==> src/core/fpc_pkg.sv <==
`default_nettype none
package fpc_pkg;
  // ****************************************
  // Register map
  // ****************************************
  localparam logic [7:0] OFS_CTRL = 8'h00;
  localparam logic [7:0] OFS_STATUS = 8'h04;
  localparam logic [7:0] OFS_MASK = 8'h08;
  localparam logic [7:0] OFS_STATE = 8'h0c;
  localparam logic [7:0] OFS_FLOAT_ACCUMULATOR_HI = 8'h10;
  localparam logic [7:0] OFS_FLOAT_ACCUMULATOR_LO = 8'h14;
  localparam logic [7:0] OFS_TEMP_HI = 8'h18;
  localparam logic [7:0] OFS_TEMP_LO = 8'h1c;
  // ****************************************
  // Field positions
  // ****************************************
  localparam int CTRL_DIAG_BIT = 0;
  localparam int CTRL_FCLR_BIT = 1;
  localparam int CTRL_INHIBIT_BIT = 13;
  localparam int ST_UNDERFLOW = 0;
  localparam int ST_OVERFLOW = 1;
  localparam int ST_DIVZERO = 2;
  localparam int ST_DONE = 3;
  localparam int ST_DIAG = 4;
  localparam int ST_WIDTH = 5;
  localparam int STATE_BUSY_BIT = 16;
  localparam int STATE_PEND_BIT = 17;
  localparam int STATE_PASS_BIT = 18;
  // Instruction register holds host bits 1,2,5-9,14,15 in that order, MSB first.
  localparam int INSTR_W = 9;
  localparam int INSTR_PREC_BIT = 6;
  // ****************************************
  // Reset values, codes and counts
  // ****************************************
  localparam logic [ST_WIDTH-1:0] MASK_RESET = 5'h00;
  localparam logic [5:0] DEV_CODE = 6'h3e;
  localparam logic [2:0] WORDS_SINGLE = 3'h2;
  localparam logic [2:0] WORDS_DOUBLE = 3'h4;
  localparam logic [63:0] DIAG_PATTERN = 64'ha55a_3cc3_0ff0_9669;
  localparam logic [15:0] EXEC_CYCLES_DEF = 16'h0010;
  localparam logic [15:0] DIAG_CYCLES_DEF = 16'h0040;
  typedef enum logic [1:0] {
    FPC_IDLE = 2'b00,
    FPC_EXEC = 2'b01,
    FPC_DIAG = 2'b10
  } fpc_state_t;
endpackage
`default_nettype wire

==> src/core/fpc_cap_if.sv <==
`default_nettype none
interface fpc_cap_if;
  logic capture;
  logic [fpc_pkg::INSTR_W-1:0] bits;
  modport src (output capture, output bits);
  modport dst (input capture, input bits);
endinterface
`default_nettype wire

==> src/core/fpc_coproc.sv <==
// Design decisions made here: the APB slave port and the address map.
`default_nettype none
module fpc_coproc #(
  parameter logic [15:0] EXEC_CYCLES = fpc_pkg::EXEC_CYCLES_DEF,
  parameter logic [15:0] DIAG_CYCLES = fpc_pkg::DIAG_CYCLES_DEF
) (
  // Clock and reset
  input wire logic pclk,
  input wire logic presetn,
  // APB slave
  input wire logic psel,
  input wire logic penable,
  input wire logic pwrite,
  input wire logic [7:0] paddr,
  input wire logic [31:0] pwdata,
  output logic [31:0] prdata,
  output logic pready,
  output logic pslverr,
  output logic irq,
  // Instruction issue
  input wire logic fp_instr_strobe_n,
  input wire logic [fpc_pkg::INSTR_W-1:0] host_instr_bits,
  output logic coproc_busy_n,
  // Faults from the arithmetic datapath and host interrupt state
  input wire logic fault_underflow,
  input wire logic fault_overflow,
  input wire logic fault_divzero,
  input wire logic host_int_disable,
  output logic fault_irq_req,
  // I/O skip test
  input wire logic io_skip,
  input wire logic [5:0] io_skip_dev,
  output logic skip_select_n,
  // Operand transfers
  input wire logic xfer_mem_n,
  input wire logic xfer_cpu_n,
  input wire logic xfer_to_host,
  input wire logic data_phase,
  input wire logic [0:15] read_data_in,
  input wire logic [0:15] addr_write_in,
  output logic [0:15] read_data_out,
  output logic read_data_oe,
  output logic [0:15] addr_write_out,
  output logic addr_write_oe
);
  // ****************************************
  // State
  // ****************************************
  typedef struct packed {
    fpc_pkg::fpc_state_t state;
    logic [15:0] cnt;
    logic [fpc_pkg::INSTR_W-1:0] instr;
    logic pending;
    logic [63:0] float_accumulator;
    logic [63:0] temp;
    logic [63:0] work;
    logic [2:0] widx;
    logic [15:0] out_word;
    logic inhibit;
    logic [2:0] faults;
    logic diag_pass;
    logic [fpc_pkg::ST_WIDTH-1:0] status;
    logic [fpc_pkg::ST_WIDTH-1:0] mask;
  } fpc_st_t;

  fpc_st_t st_r;
  fpc_st_t st_nxt;

  // The check word is the pattern after the rotations done before the last diagnostic cycle.
  localparam int DIAG_ROT = (int'(DIAG_CYCLES) + 63) % 64;
  localparam logic [127:0] DIAG_TWICE = {fpc_pkg::DIAG_PATTERN, fpc_pkg::DIAG_PATTERN};

  fpc_cap_if cap_if ();

  fpc_strobe_capture u_cap (
    .pclk(pclk),
    .presetn(presetn),
    .fp_instr_strobe_n(fp_instr_strobe_n),
    .host_instr_bits(host_instr_bits),
    .cap(cap_if)
  );

  logic apb_wr;
  logic apb_rd;
  logic mapped;
  logic selected;
  logic to_mem;
  logic to_cpu;
  logic [2:0] words;
  logic [fpc_pkg::ST_WIDTH-1:0] events;
  logic [31:0] rd_mux;

  assign apb_wr = psel & penable & pwrite;
  assign apb_rd = psel & penable & ~pwrite;
  assign mapped = (paddr[1:0] == 2'h0) && (paddr <= fpc_pkg::OFS_TEMP_LO);
  assign selected = ~xfer_mem_n | ~xfer_cpu_n;
  assign to_mem = ~xfer_mem_n;
  assign to_cpu = ~xfer_cpu_n & xfer_mem_n;
  assign words = st_r.instr[fpc_pkg::INSTR_PREC_BIT] ? fpc_pkg::WORDS_DOUBLE : fpc_pkg::WORDS_SINGLE;

  // ****************************************
  // Register read mux
  // ****************************************
  always_comb begin
    rd_mux = 32'h0000_0000;
    case (paddr)
      fpc_pkg::OFS_CTRL: rd_mux[fpc_pkg::CTRL_INHIBIT_BIT] = st_r.inhibit;
      fpc_pkg::OFS_STATUS: rd_mux[fpc_pkg::ST_WIDTH-1:0] = st_r.status;
      fpc_pkg::OFS_MASK: rd_mux[fpc_pkg::ST_WIDTH-1:0] = st_r.mask;
      fpc_pkg::OFS_STATE: begin
        rd_mux[fpc_pkg::INSTR_W-1:0] = st_r.instr;
        rd_mux[fpc_pkg::STATE_BUSY_BIT] = ~coproc_busy_n;
        rd_mux[fpc_pkg::STATE_PEND_BIT] = st_r.pending;
        rd_mux[fpc_pkg::STATE_PASS_BIT] = st_r.diag_pass;
      end
      fpc_pkg::OFS_FLOAT_ACCUMULATOR_HI: rd_mux = st_r.float_accumulator[63:32];
      fpc_pkg::OFS_FLOAT_ACCUMULATOR_LO: rd_mux = st_r.float_accumulator[31:0];
      fpc_pkg::OFS_TEMP_HI: rd_mux = st_r.temp[63:32];
      fpc_pkg::OFS_TEMP_LO: rd_mux = st_r.temp[31:0];
      default: rd_mux = 32'h0000_0000;
    endcase
  end

  // ****************************************
  // Next state
  // ****************************************
  always_comb begin
    st_nxt = st_r;
    events = '0;
    if (cap_if.capture) begin
      st_nxt.instr = cap_if.bits;
      st_nxt.pending = 1'b1;
    end
    case (st_r.state)
      fpc_pkg::FPC_IDLE: begin
        if (st_r.pending && !cap_if.capture) begin
          st_nxt.pending = 1'b0;
          st_nxt.state = fpc_pkg::FPC_EXEC;
          st_nxt.cnt = EXEC_CYCLES - 16'h0001;
          st_nxt.widx = 3'h0;
        end else if (apb_wr && paddr == fpc_pkg::OFS_CTRL && pwdata[fpc_pkg::CTRL_DIAG_BIT]) begin
          st_nxt.state = fpc_pkg::FPC_DIAG;
          st_nxt.cnt = DIAG_CYCLES - 16'h0001;
          st_nxt.temp = fpc_pkg::DIAG_PATTERN;
        end
      end
      fpc_pkg::FPC_EXEC: begin
        if (st_r.cnt == 16'h0000) begin
          st_nxt.state = fpc_pkg::FPC_IDLE;
          events[fpc_pkg::ST_DONE] = 1'b1;
        end else begin
          st_nxt.cnt = st_r.cnt - 16'h0001;
        end
      end
      fpc_pkg::FPC_DIAG: begin
        st_nxt.temp = {st_r.temp[62:0], st_r.temp[63]};
        if (st_r.cnt == 16'h0000) begin
          st_nxt.state = fpc_pkg::FPC_IDLE;
          st_nxt.temp = 64'h0;
          st_nxt.diag_pass = (st_r.temp == DIAG_TWICE[127 - DIAG_ROT -: 64]);
          events[fpc_pkg::ST_DIAG] = 1'b1;
        end else begin
          st_nxt.cnt = st_r.cnt - 16'h0001;
        end
      end
      default: st_nxt.state = fpc_pkg::FPC_IDLE;
    endcase

    if (data_phase && selected && st_r.state != fpc_pkg::FPC_DIAG) begin
      if (!xfer_to_host) begin
        // first word holds sign and exponent
        st_nxt.work[63 - 16 * st_r.widx[1:0] -: 16] = to_mem ? read_data_in : addr_write_in;
        if (st_r.widx + 3'h1 == words) begin
          st_nxt.widx = 3'h0;
          st_nxt.temp = st_nxt.work;
          if (words == fpc_pkg::WORDS_SINGLE) begin
            st_nxt.temp[31:0] = 32'h0000_0000;
          end
        end else begin
          st_nxt.widx = st_r.widx + 3'h1;
        end
      end else begin
        st_nxt.widx = (st_r.widx + 3'h1 == words) ? 3'h0 : st_r.widx + 3'h1;
      end
    end
    // Result of a finished instruction lands in the accumulator.
    if (events[fpc_pkg::ST_DONE]) begin
      st_nxt.float_accumulator = st_r.temp;
    end
    st_nxt.out_word = st_nxt.float_accumulator[63 - 16 * st_nxt.widx[1:0] -: 16];

    events[fpc_pkg::ST_UNDERFLOW] = fault_underflow;
    events[fpc_pkg::ST_OVERFLOW] = fault_overflow;
    events[fpc_pkg::ST_DIVZERO] = fault_divzero;
    if (apb_wr && paddr == fpc_pkg::OFS_CTRL) begin
      st_nxt.inhibit = pwdata[fpc_pkg::CTRL_INHIBIT_BIT];
      if (pwdata[fpc_pkg::CTRL_FCLR_BIT]) begin
        st_nxt.faults = 3'h0;
      end
    end
    // A fault in the clearing cycle still stays latched.
    st_nxt.faults = st_nxt.faults | {fault_divzero, fault_overflow, fault_underflow};
    if (apb_wr && paddr == fpc_pkg::OFS_MASK) begin
      st_nxt.mask = pwdata[fpc_pkg::ST_WIDTH-1:0];
    end
    if (apb_rd && paddr == fpc_pkg::OFS_STATUS) begin
      st_nxt.status = '0;
    end
    st_nxt.status = st_nxt.status | events;
  end

  always_ff @(posedge pclk or negedge presetn) begin
    if (!presetn) begin
      st_r <= '0;
      st_r.state <= fpc_pkg::FPC_IDLE;
      st_r.mask <= fpc_pkg::MASK_RESET;
    end else begin
      st_r <= st_nxt;
    end
  end

  // ****************************************
  // Outputs
  // ****************************************
  // APB answers with no wait states; a bad address only flags the error.
  assign pready = 1'b1;
  assign pslverr = psel & penable & ~mapped;
  assign prdata = apb_rd ? rd_mux : 32'h0000_0000;
  assign irq = |(st_r.status & st_r.mask);
  assign coproc_busy_n = (st_r.state == fpc_pkg::FPC_IDLE);
  assign fault_irq_req = (|st_r.faults) & ~host_int_disable & ~st_r.inhibit;
  assign skip_select_n = ~(io_skip && io_skip_dev == fpc_pkg::DEV_CODE && (|st_r.faults));
  assign read_data_out = st_r.out_word;
  assign addr_write_out = st_r.out_word;
  assign read_data_oe = data_phase & xfer_to_host & to_cpu;
  assign addr_write_oe = data_phase & xfer_to_host & to_mem;
  // lines 16-20 have no driver here; the bus port is 16 bits only.
endmodule
`default_nettype wire

==> src/core/fpc_strobe_capture.sv <==
`default_nettype none
module fpc_strobe_capture (
  // Clock and reset
  input wire logic pclk,
  input wire logic presetn,
  // Host pins
  input wire logic fp_instr_strobe_n,
  input wire logic [fpc_pkg::INSTR_W-1:0] host_instr_bits,
  // Toward the control processor
  fpc_cap_if.src cap
);
  typedef struct packed {
    logic s1;
    logic s2;
    logic s3;
    logic capture;
    logic [fpc_pkg::INSTR_W-1:0] bits;
  } fpc_cap_st_t;

  fpc_cap_st_t st_r;
  fpc_cap_st_t st_nxt;

  always_comb begin
    st_nxt = st_r;
    st_nxt.s1 = ~fp_instr_strobe_n;
    st_nxt.s2 = st_r.s1;
    st_nxt.s3 = st_r.s2;
    st_nxt.capture = st_r.s2 & ~st_r.s3;
    if (st_r.s2 & ~st_r.s3) begin
      st_nxt.bits = host_instr_bits;
    end
  end

  always_ff @(posedge pclk or negedge presetn) begin
    if (!presetn) begin
      st_r <= '0;
    end else begin
      st_r <= st_nxt;
    end
  end

  assign cap.capture = st_r.capture;
  assign cap.bits = st_r.bits;
endmodule
`default_nettype wire

==> config.mk <==
export PLATFORM = sky130hd
export DESIGN_NAME = fpc_coproc
export DESIGN_NICKNAME = d
export VERILOG_FILES = /design/src/core/fpc_pkg.sv /design/src/core/fpc_cap_if.sv /design/src/core/fpc_coproc.sv /design/src/core/fpc_strobe_capture.sv
export SDC_FILE = /design/constraint.sdc
export NUM_CORES = 1
export LEC_CHECK = 0
export BUFFER_PORTS_ARGS = -buffer_cell sky130_fd_sc_hd__buf_2
export CORE_ASPECT_RATIO = 2
export CORE_MARGIN = 2
export CORE_UTILIZATION = 50
export CTS_BUF_LIST = sky130_fd_sc_hd__clkbuf_16
export DETAILED_ROUTE_END_ITERATION = 7
export PLACE_DENSITY = 0.67
export SLEW_MARGIN = 20
export SYNTH_ARGS = -nofsm -noshare
export SYNTH_HDL_FRONTEND = slang
export SYNTH_SLANG_ARGS = --single-unit
export TNS_END_PERCENT = 10
==> constraint.sdc <==
create_clock -name pclk -period 3.4 [get_ports pclk]
set_clock_uncertainty 0.05 [all_clocks]
set_input_delay 0.34 -clock pclk [delete_from_list [all_inputs] [get_ports pclk]]
set_output_delay 0.34 -clock pclk [all_outputs]
set_load 0.005 [all_outputs]
Word-level counts from Yosys, hierarchy flattened

Index checks and enable logic that the tools add are counted.

Bits of input ports: 102
Register bits after elaboration: 267

Muxes and demuxes: 38
Shifts and indexed selects: 3
$lt $le $gt $ge: 1
$add $sub $neg: 5
Reductions and logical operators: 26
Bitwise gates (word level): 26
Equal/unequal tests: 17

Operator list:

| kind                                                                      | count |
|---|---|
| 64-bit two-way mux                                                        | 5 |
| 131-bit two-way mux                                                       | 1 |
| 128-bit two-way mux                                                       | 1 |
| 64-bit one-hot mux with 2 select lines                                    | 1 |
| 16-bit by 34-bit variable shift with 79-bit output (first input constant) | 1 |
| 16-bit by 34-bit variable part select with 79-bit output                  | 1 |
| 79-bit by 33-bit variable part select with 16-bit output                  | 1 |
| 64-bit bitwise mux                                                        | 1 |
| 64-bit equality test (second input constant)                              | 1 |
| 32-bit two-way mux                                                        | 2 |
| 13-bit one-hot mux with 4 select lines                                    | 1 |
| 18-bit two-way mux                                                        | 2 |
| 5-bit one-hot mux with 7 select lines                                     | 1 |
| 32-bit negator with 34-bit output                                         | 1 |
| 8-bit by 5-bit equality test with 1-bit output (second input constant)    | 4 |
| 16-bit two-way mux                                                        | 2 |
| 16-bit one-hot mux with 2 select lines                                    | 1 |
| 4-bit one-hot mux with 5 select lines                                     | 1 |
| 3-bit two-way mux                                                         | 6 |
| 8-bit by 4-bit equality test with 1-bit output (second input constant)    | 2 |
| 16-bit logical NOT                                                        | 1 |
| 4-bit one-hot mux with 4 select lines                                     | 1 |
| 16-bit by 1-bit subtractor with 16-bit output (second input constant)     | 1 |
| 3-bit one-hot mux with 5 select lines                                     | 1 |
| other kinds (34)                                                          | 76 |

Logic depth before layout (Yosys ltp)

Gate-level depths: netlist of run 1.

Depth after elaboration: 12
Depth in mapped cells: 9
Depth with buffers taken out: 7

By module

From an unflattened synthesis of run 1, not the netlist that was laid out.

Cell total of the unflattened synthesis: 1284
Area, all modules: 13935.9 um^2

By module, submodules not included:

| module             | sequential area each (um^2) | cells each | area each (um^2) | instances |
|---|---|---|---|---|
| fpc_coproc         | 6356.1                      | 1250       | 13370.3          | 1 |
| fpc_strobe_capture | 325.3                       | 34         | 565.5            | 1 |

Worst setup path after synthesis of run 1

OpenSTA, ideal clock, no wires.

Path kind: reg2reg
Start: reg st_r[31] (netlist name)
End: reg st_r[153] (netlist name)
Slack: 934 ps
Arrival: 2290 ps
Stages on the path, launching flop included: 10
Data required time: 3224 ps
Setup time: 126 ps
Path through: dfrtp_1 -> clkbuf_1 -> inv_2 -> ha_1 -> nor3_1 -> o21a_1 -> buf_2 -> a211oi_2 -> buf_6 -> a221o_1

RTL lines:

| what                     | line              | text |
|---|---|---|
| start: declaration       | fpc_coproc.sv:66  | `fpc_st_t st_r;` |
| start signal: assignment | fpc_coproc.sv:218 | `st_r <= st_nxt;` |

==> metrics.cfg, run 1 <==
[die]
rows = 85
initial_core_util = 0.5082
fp.coreArea_um2 = 27010
dieArea_um2 = 28880
fp.dieH_um = 238.3
io_pins = 174
dieWidth_um = 121.2

[clock_tree]
cts_tree = built
h-tree-depth = 1
cts-buffers-inserted = 25
cts.sinks = 267
clock_latency_ps = 540
cts_root_buf = clkbuf_16
cts_post_setup_buffers_inserted = 0
ctsResizeCount = 0
clkTransAtPathRegs_ps = 70
ctsLongestPathBuffers = 3
postCtsHoldBufs = 19

[placed_design]
routabilityCongestion = 0.8915
dp_hpwl_um = 30080
port-buffer-count = 146

[layout]
drive_above_1_share = 0.2243
final_cell_mix = dfrtp_1 (267), buf_2 (145), a22o_1 (87)
diodes = 0
nets = 1461
layout_commonest_cell = dfrtp_1
syn2layout_area_growth_pct = 13.53
fin_util = 0.5770

[routing]
drt_iter0_markers = 934
ant_nets = 0
drt-pass1-iter-count = 5
route.vias.total = 10880
post-route-drc-count = 0
routed_wl_um = 41190
routedWlPerCell_um = 23.99
via_per_inst = 6.334

[hold_path]
hp-class = in2reg
min_path_cells = 2
worstHoldStart = pwdata[0]

[critical_path]
r2r_cells = 8
worst_setup_path_start_kind = flop
reg2reg_from = st_r[236]
crit_start = st_r[236]
path_class = reg2reg
arrival_ps = 3210
cp_max_fo = 65
end_kind = flop
cp.required_ps = 3720

[timing]
fin_setup_tns_ps = 0
fin_crit_ps = 2885
drv_slew = 0
tightest_slew_ps = 1123
finalSetupViolations = 0
rsz0062_at_grt = no
hold_viol_final = 0
max_freq_mhz = 346.6
maxSlewHeadroom = 0.2512
post-route-period-util = 0.8486

[yosys]
ys_seq_area_frac = 0.4867
ys_types = 70
synth-main-ff-cell = dfrtp_1
yosysWarnings = 0
syn_nets = 1352
syn_inst = 1242
syn_avg_cell_area_um2 = 11.05
synth_edf_count = 0
netlist_area_um2 = 13730
async_reset_ff_frac = 1.000
ys_ff_latch = 267

[global_routing]
grt_pass1_vias = 11130
gr-usage-all-layers = 0.2882
grt_overflow = 0
antenna_found_initial = 0
grt_max_degree = 100
grt_pass1_wl_um = 64430

[pwr]
p_leak_nw = 8.044
vdd_drop_max_uv = 327.9
power_density_nw_per_um2 = 606.9

[flow_run]
drv_cap = 0

[outcome]
status = complete, no violations

==> logic make-up (layout without fill, tap and decap cells) <==
family	Yosys count	after routing	synth area share
compound gates	362	362	0.2019
xor+xnor	1	1	0.0006381
fa+ha+maj	8	8	0.007292
buf+inv	201	328	0.06781
flops	267	267	0.4867
mux	139	139	0.1301
other cells	1	1	0.0002732
simple gates	263	263	0.1054
==> area by class of cell <==
cell class | instances | area, µm²
inverter | 80 | 300.3
multi-input combinational | 774 | 6136
clock buffer | 25 | 625.6
sequential | 267 | 6681
fill | 2356 | 11430
clock inverter | 20 | 141.4
timing repair buffer | 203 | 1266
tap | 348 | 435.4
==> cell usage after synthesis (all sizes together), types with 14 or more instances <==
library cell | count | area (µm²)
a21oi | 65 | 329.1
a221o | 32 | 320.3
a221oi | 49 | 429.2
a22o | 87 | 762.0
a22oi | 43 | 322.8
and3 | 26 | 162.7
buf | 56 | 386.6
clkbuf | 65 | 244.0
dfrtp | 267 | 6681
inv | 78 | 292.8
mux2 | 45 | 506.7
mux2i | 67 | 670.6
mux4 | 27 | 608.1
nand2 | 43 | 161.4
nand3 | 14 | 70.07
nor2 | 63 | 236.5
nor2b | 39 | 244.0
o21ai | 21 | 105.1
o22ai | 18 | 112.6
==> per-layer routing <==
metal	global-route usage	up-vias	wire length (µm)
li1	-	4885	-
met1	0.3301	5487	14960
met2	0.5254	412	22210
met3	0.03155	92	2000
met4	0.1418	0	2011
met5	0	-	0
==> where the power goes <==
group          internal, mW  switching [mW]
logic                  1.11            1.10
registers              3.80           0.724
clock network          1.49            1.23
total                  6.40            3.06
==> path summary, 6_finish.rpt <==
kind,to,slack (ps)
worst max-delay path,addr_write_out[13],510
worst min-delay path,st_r[0],80
worst max register to register,addr_write_out[13],510
worst min register to register,u_cap.st_nxt[10],310
max in group asynchronous,st_r[65],2030
min in group asynchronous,st_r[243],340
==> per-stage QoR <==
| step | instance area [µm²] | hold WS (ps) | cells | total power, mW | setup slack (ps) |
|---|---|---|---|---|---|
| 2_1_floorplan | 13730 | -5.591 | 1242 | 5.902 | 934.4 |
| 3_3_place_gp | 14630 | 283.3 | 1653 | 6.667 | 615.3 |
| 3_5_place_dp | 14630 | 291.0 | 1653 | 6.733 | 535.2 |
| 4_1_cts | 15590 | 67.54 | 1717 | 9.480 | 546.3 |
| 5_1_grt | 15590 | 81.78 | 1717 | 9.868 | 356.9 |
| 6_report | 15590 | 77.42 | 1717 | 9.459 | 514.8 |
==> worst max-delay path, stage by stage (launching register included) <==
cell and delay, ps:
dfrtp_1 420, inv_1 90, ha_1 250, nor4b_1 360, nand4_1 250, buf_12 300, mux2i_1 190, a22o_1 260
a221oi_1 480
==> state kept, by name (all words and copies together), names as in the netlist <==
signal / cells
addr_write_out: 16
st_r: 238
u_cap.cap.bits: 9
u_cap.cap.capture: 1
u_cap.st_nxt: 2
u_cap.st_r: 1
No activity file was read; power rests on OpenSTA's default activity.
==> inputs of run 2 (changes only) <==
--- a/config.mk
+++ b/config.mk
@@ -11,7 +11,7 @@
 export CORE_UTILIZATION = 50
 export CTS_BUF_LIST = sky130_fd_sc_hd__clkbuf_16
 export DETAILED_ROUTE_END_ITERATION = 7
-export PLACE_DENSITY = 0.67
+export PLACE_DENSITY = 0.7
 export SLEW_MARGIN = 20
 export SYNTH_ARGS = -nofsm -noshare
 export SYNTH_HDL_FRONTEND = slang
==> constraint.sdc (replaced) <==
create_clock -name pclk -period 2.5 [get_ports pclk]
set_clock_uncertainty 0.05 [all_clocks]
set_input_delay 0.25 -clock pclk [delete_from_list [all_inputs] [get_ports pclk]]
set_output_delay 0.25 -clock pclk [all_outputs]
set_load 0.005 [all_outputs]
==> metrics.cfg, run 2 (synthesized netlist as in run 1, its figures left out) <==
[global_routing]
grt_pass1_wl_um = 64820
gr-usage-all-layers = 0.2896
grt_pass1_vias = 11470
grt_max_degree = 71
grt_overflow = 0
antenna_found_initial = 1

[timing]
finalSetupViolations = 0
hold_viol_final = 0
drv_slew = 0
fin_setup_tns_ps = 0
holdWs_ps = 144.7
tightest_slew_ps = 853.6
post-route-period-util = 0.9831
max_freq_mhz = 406.9
fin_crit_ps = 2458
maxSlewHeadroom = 0.4297
rsz0062_at_grt = yes

[placed_design]
dp.cells = 1706
port-buffer-count = 146
dp_hpwl_um = 30530
routabilityCongestion = 0.9197

[routing]
drt_iter0_markers = 896
ant_nets = 0
routed_wl_um = 41370
routedWlPerCell_um = 23.34
post-route-drc-count = 0
route.vias.total = 11230
via_per_inst = 6.339
drt-pass1-iter-count = 8

[clock_tree]
cts.sinks = 267
h-tree-depth = 1
cts_root_buf = clkbuf_16
cts-buffers-inserted = 24
clock_latency_ps = 540
ctsLongestPathBuffers = 3
cts_tree = built
clkTransAtPathRegs_ps = 70

[die]
fp.coreArea_um2 = 27010
io_pins = 174
dieArea_um2 = 28880
rows = 85
fp.dieH_um = 238.3
dieWidth_um = 121.2
initial_core_util = 0.5082

[layout]
final_cell_mix = dfrtp_1 (265), buf_2 (146), a22o_1 (87)
drive_above_1_share = 0.2699
largest_reg_flops = 238
multiInputGateArea_um2 = 6242
nets = 1517
fin_util = 0.6027
layout.cells.non_filler = 1772
layout_commonest_cell = dfrtp_1
fillerInstances = 2307
regMostFlops = st_r
syn2layout_area_growth_pct = 18.60
seq_area_um2 = 6684

[hold_path]
min_path_cells = 5
hp-class = in2reg

[outcome]
status = complete, no violations

[pwr]
sequentialPowerShare = 0.447
p_int_mw = 9.172
p_leak_nw = 8.383
p_sw_mw = 4.279
power_density_nw_per_um2 = 826.2
clkPwrFrac = 0.287
power_mw = 13.45
vdd_drop_max_uv = 443.5
netSwitchingFraction = 0.3181
power_frac_comb = 0.266

[flow_run]
drv_cap = 0

[critical_path]
r2r_cells = 7
cp_max_fo = 4
worst_setup_path_start_kind = flop
arrival_ps = 2160
path_class = reg2out
end_kind = output pin
cp.required_ps = 2200

run 2: changes by cell type in the layout (fill, tap and decap cells not counted), sizes merged:
cell / change
bufinv: +2
clkinv: -1
inv: -4
diode: +1
buf: +56
dlygate4sd3: +1
run 2: worst paths after layout:
path / startpoint / endpoint / slack (ps)
max: st_r[104] / prdata[6] / 40
min reg2reg: u_cap.st_nxt[11] / u_cap.st_nxt[10] / 310
min in group asynchronous: presetn / st_r[245] / 160
min: xfer_cpu_n / st_r[33] / 140
max reg2reg: st_r[131] / st_r[10] / 90
max in group asynchronous: presetn / st_r[75] / 1400
run 2: layout make-up:
class                   count  area share
flip-flops and latches    267      0.4105
multi-input cells         774      0.3834
repair buffers            260      0.1112
clock buffers              25     0.03842
well taps                 348     0.02674
inverters                  80     0.01844
clock inverters            17     0.01114
diodes                      1   0.0001537
run 2: power by group through the flow:
stage	Combinational [mW]	Sequential, mW	Clock (mW)
6_report	3.58	6.01	3.87
5_1_grt	3.85	6.07	4.08
4_1_cts	3.50	5.96	3.92
3_5_place_dp	3.42	6.03	0
3_3_place_gp	3.37	6.00	0
2_1_floorplan	2.30	5.72	0
run 2: worst max-delay path: stages, from the launching register on:
cell and delay [ps]:
dfrtp_1 440, buf_4 180, mux4_2 520, a22oi_1 280, nor2_1 80, buf_2 130
run 2: metal layers:
metal | GRT usage | wire length (µm) | share of wire
met3 | 0.02151 | 1999 | 0.048
met2 | 0.5383 | 22520 | 0.54
met4 | 0.1393 | 2035 | 0.049
met1 | 0.3304 | 14810 | 0.36
met5 | 0 | 0 | 0
run 2: repair_timing:
| item | in CTS | in global routing |
|---|---|---|
| setup endpoints to repair | 3 | 34 |
| cloned | 0 | 1 |
| pin swaps | 0 | 4 |
| buffers inserted | 0 | 2 |
| hold buffers | 20 | 0 |
| endpoints found under the hold margin | 70 | 0 |
| resized for setup | 3 | 20 |
run 2: metrics by stage:
step                area (µm²)  worst slack [ps]
floorplan                13730             34.37
global placement         15150            -47.12
detailed placement       15150            -121.3
CTS                      16170             12.10
global route             16280            -1.867
finish                   16280             42.35
==> inputs of run 3 (changes only) <==
--- a/config.mk
+++ b/config.mk
@@ -12,6 +12,7 @@
 export CTS_BUF_LIST = sky130_fd_sc_hd__clkbuf_16
 export DETAILED_ROUTE_END_ITERATION = 7
 export PLACE_DENSITY = 0.7
+export RECOVER_POWER = 100
 export SLEW_MARGIN = 20
 export SYNTH_ARGS = -nofsm -noshare
 export SYNTH_HDL_FRONTEND = slang
==> metrics.cfg, run 3 (synthesized netlist as in run 1, its figures left out) <==
[die]
initial_core_util = 0.5082
io_pins = 174
dieWidth_um = 121.2
rows = 85
dieArea_um2 = 28880
fp.coreArea_um2 = 27010
fp.dieH_um = 238.3

[clock_tree]
clkTransAtPathRegs_ps = 70
cts_root_buf = clkbuf_16
h-tree-depth = 1
cts_tree = built
cts.sinks = 267
clock_latency_ps = 540
ctsLongestPathBuffers = 3
cts-buffers-inserted = 24

[routing]
post-route-drc-count = 0
ant_nets = 0
drt-pass1-iter-count = 7
via_per_inst = 6.347
routed_wl_um = 41420
routedWlPerCell_um = 23.37
route.vias.total = 11250
drt_iter0_markers = 1022

[layout]
drive_above_1_share = 0.2537
seq_area_um2 = 6684
layout_commonest_cell = dfrtp_1
nets = 1517
fin_util = 0.6002
largest_reg_flops = 238
multiInputGateArea_um2 = 6232
fillerInstances = 2329
finalInstanceArea_um2 = 16210
syn2layout_area_growth_pct = 18.11
final_cell_mix = dfrtp_1 (265), buf_2 (128), a22o_1 (87)
regMostFlops = st_r

[pwr]
p_sw_mw = 4.271
power_density_nw_per_um2 = 826.8
power_frac_comb = 0.264
vdd_drop_max_uv = 442.2
netSwitchingFraction = 0.3186
p_int_mw = 9.134
p_leak_nw = 8.302
clkPwrFrac = 0.288
sequentialPowerShare = 0.448

[timing]
fin_crit_ps = 2429
finalSetupViolations = 0
tightest_slew_ps = 1499
maxSlewHeadroom = 0.0003844
holdWs_ps = 144.0
max_freq_mhz = 411.7
post-route-period-util = 0.9716
drv_slew = 0
rsz0062_at_grt = yes
hold_viol_final = 0

[critical_path]
crit_buf_inv = 5
path_class = reg2reg
arrival_ps = 2850
crit_start = st_r[237]
path_cells = inv_2, ha_2, nor4b_2, buf_4, nand4_1, buf_6, buf_12, mux2i_2, a221oi_2, buf_4
cp.required_ps = 2920
reg2reg_from = st_r[237]
crit_family = buffers and inverters
critPathSlowestCell = dfrtp_1
cp_max_fo = 19
end_kind = flop
worst_setup_path_start_kind = flop
path_common_cell = buf_4
crit_path_max_incr_delay_ps = 410

[outcome]
violations = max-capacitance violations
status = finished with violations

[flow_run]
drv_cap = 1

[global_routing]
grt_max_degree = 71
antenna_found_initial = 1
grt_pass1_vias = 11470
grt_pass1_wl_um = 64820
grt_overflow = 0
gr-usage-all-layers = 0.2896

[placed_design]
dpl-instance-area_um2 = 15150
port-buffer-count = 146
routabilityCongestion = 0.9197
dp_hpwl_um = 30530

[hold_path]
worstHoldStart = xfer_cpu_n
hp-class = in2reg

[run 3: path summary, 6_finish.rpt]
check	end	slack, ps	cells past startpoint
min in group asynchronous	st_r[245]	550	2
max in group asynchronous	st_r[31]	390	3
setup / recovery	addr_write_out[14]	70	10
setup reg to reg	addr_write_out[14]	70	10
hold reg to reg	u_cap.st_nxt[10]	310	0
hold / removal	st_r[33]	140	5
[run 3: layer usage]
layer | vias up | wire, µm | global-route usage
li1 | 5001 | - | -
met3 | 120 | 1842 | 0.02151
met5 | - | 0 | 0
met4 | 0 | 2065 | 0.1393
met2 | 433 | 22600 | 0.5383
met1 | 5692 | 14910 | 0.3304
[run 3: worst min-delay path: cells and delay by family]
family | cells | cell delay, ps
AO/OA/AOI/OAI | 2 | 210
AND/OR/NAND/NOR | 2 | 130
buffers and inverters | 1 | 90
[run 3: stage by stage]
stage	total power [mW]	setup TNS, ps	setup slack [ps]	cells
3_5_place_dp	9.452	-230.2	-121.3	1706
6_report	13.41	0	71.00	1772
3_3_place_gp	9.375	-89.23	-47.12	1706
5_1_grt	13.97	-0.6037	-0.6037	1772
4_1_cts	13.38	0	12.10	1768
2_1_floorplan	8.027	0	34.37	1242
[run 3: power groups by stage]
stage / clock network [mW] / registers (mW) / logic [mW]
2_1_floorplan: 0 / 5.72 / 2.30
3_3_place_gp: 0 / 6.00 / 3.37
3_5_place_dp: 0 / 6.03 / 3.42
4_1_cts: 3.92 / 5.96 / 3.50
5_1_grt: 4.08 / 6.08 / 3.81
6_report: 3.86 / 6.01 / 3.54
[run 3: final cells by class]
class	count	area share
flip-flops and latches	267	0.4122
multi-input cells	774	0.3844
clock inverters	17	0.01119
repair buffers	260	0.1081
inverters	80	0.01852
clock buffers	25	0.03858
diodes	1	0.0001543
well taps	348	0.02685
[run 3: repair_timing]
item,CTS,global route
hold buffers,20,0
resized for setup,3,20
pin swaps,0,4
gates cloned,0,1
endpoints found under the setup margin,3,34
setup buffers,0,2
hold endpoints to repair,70,0
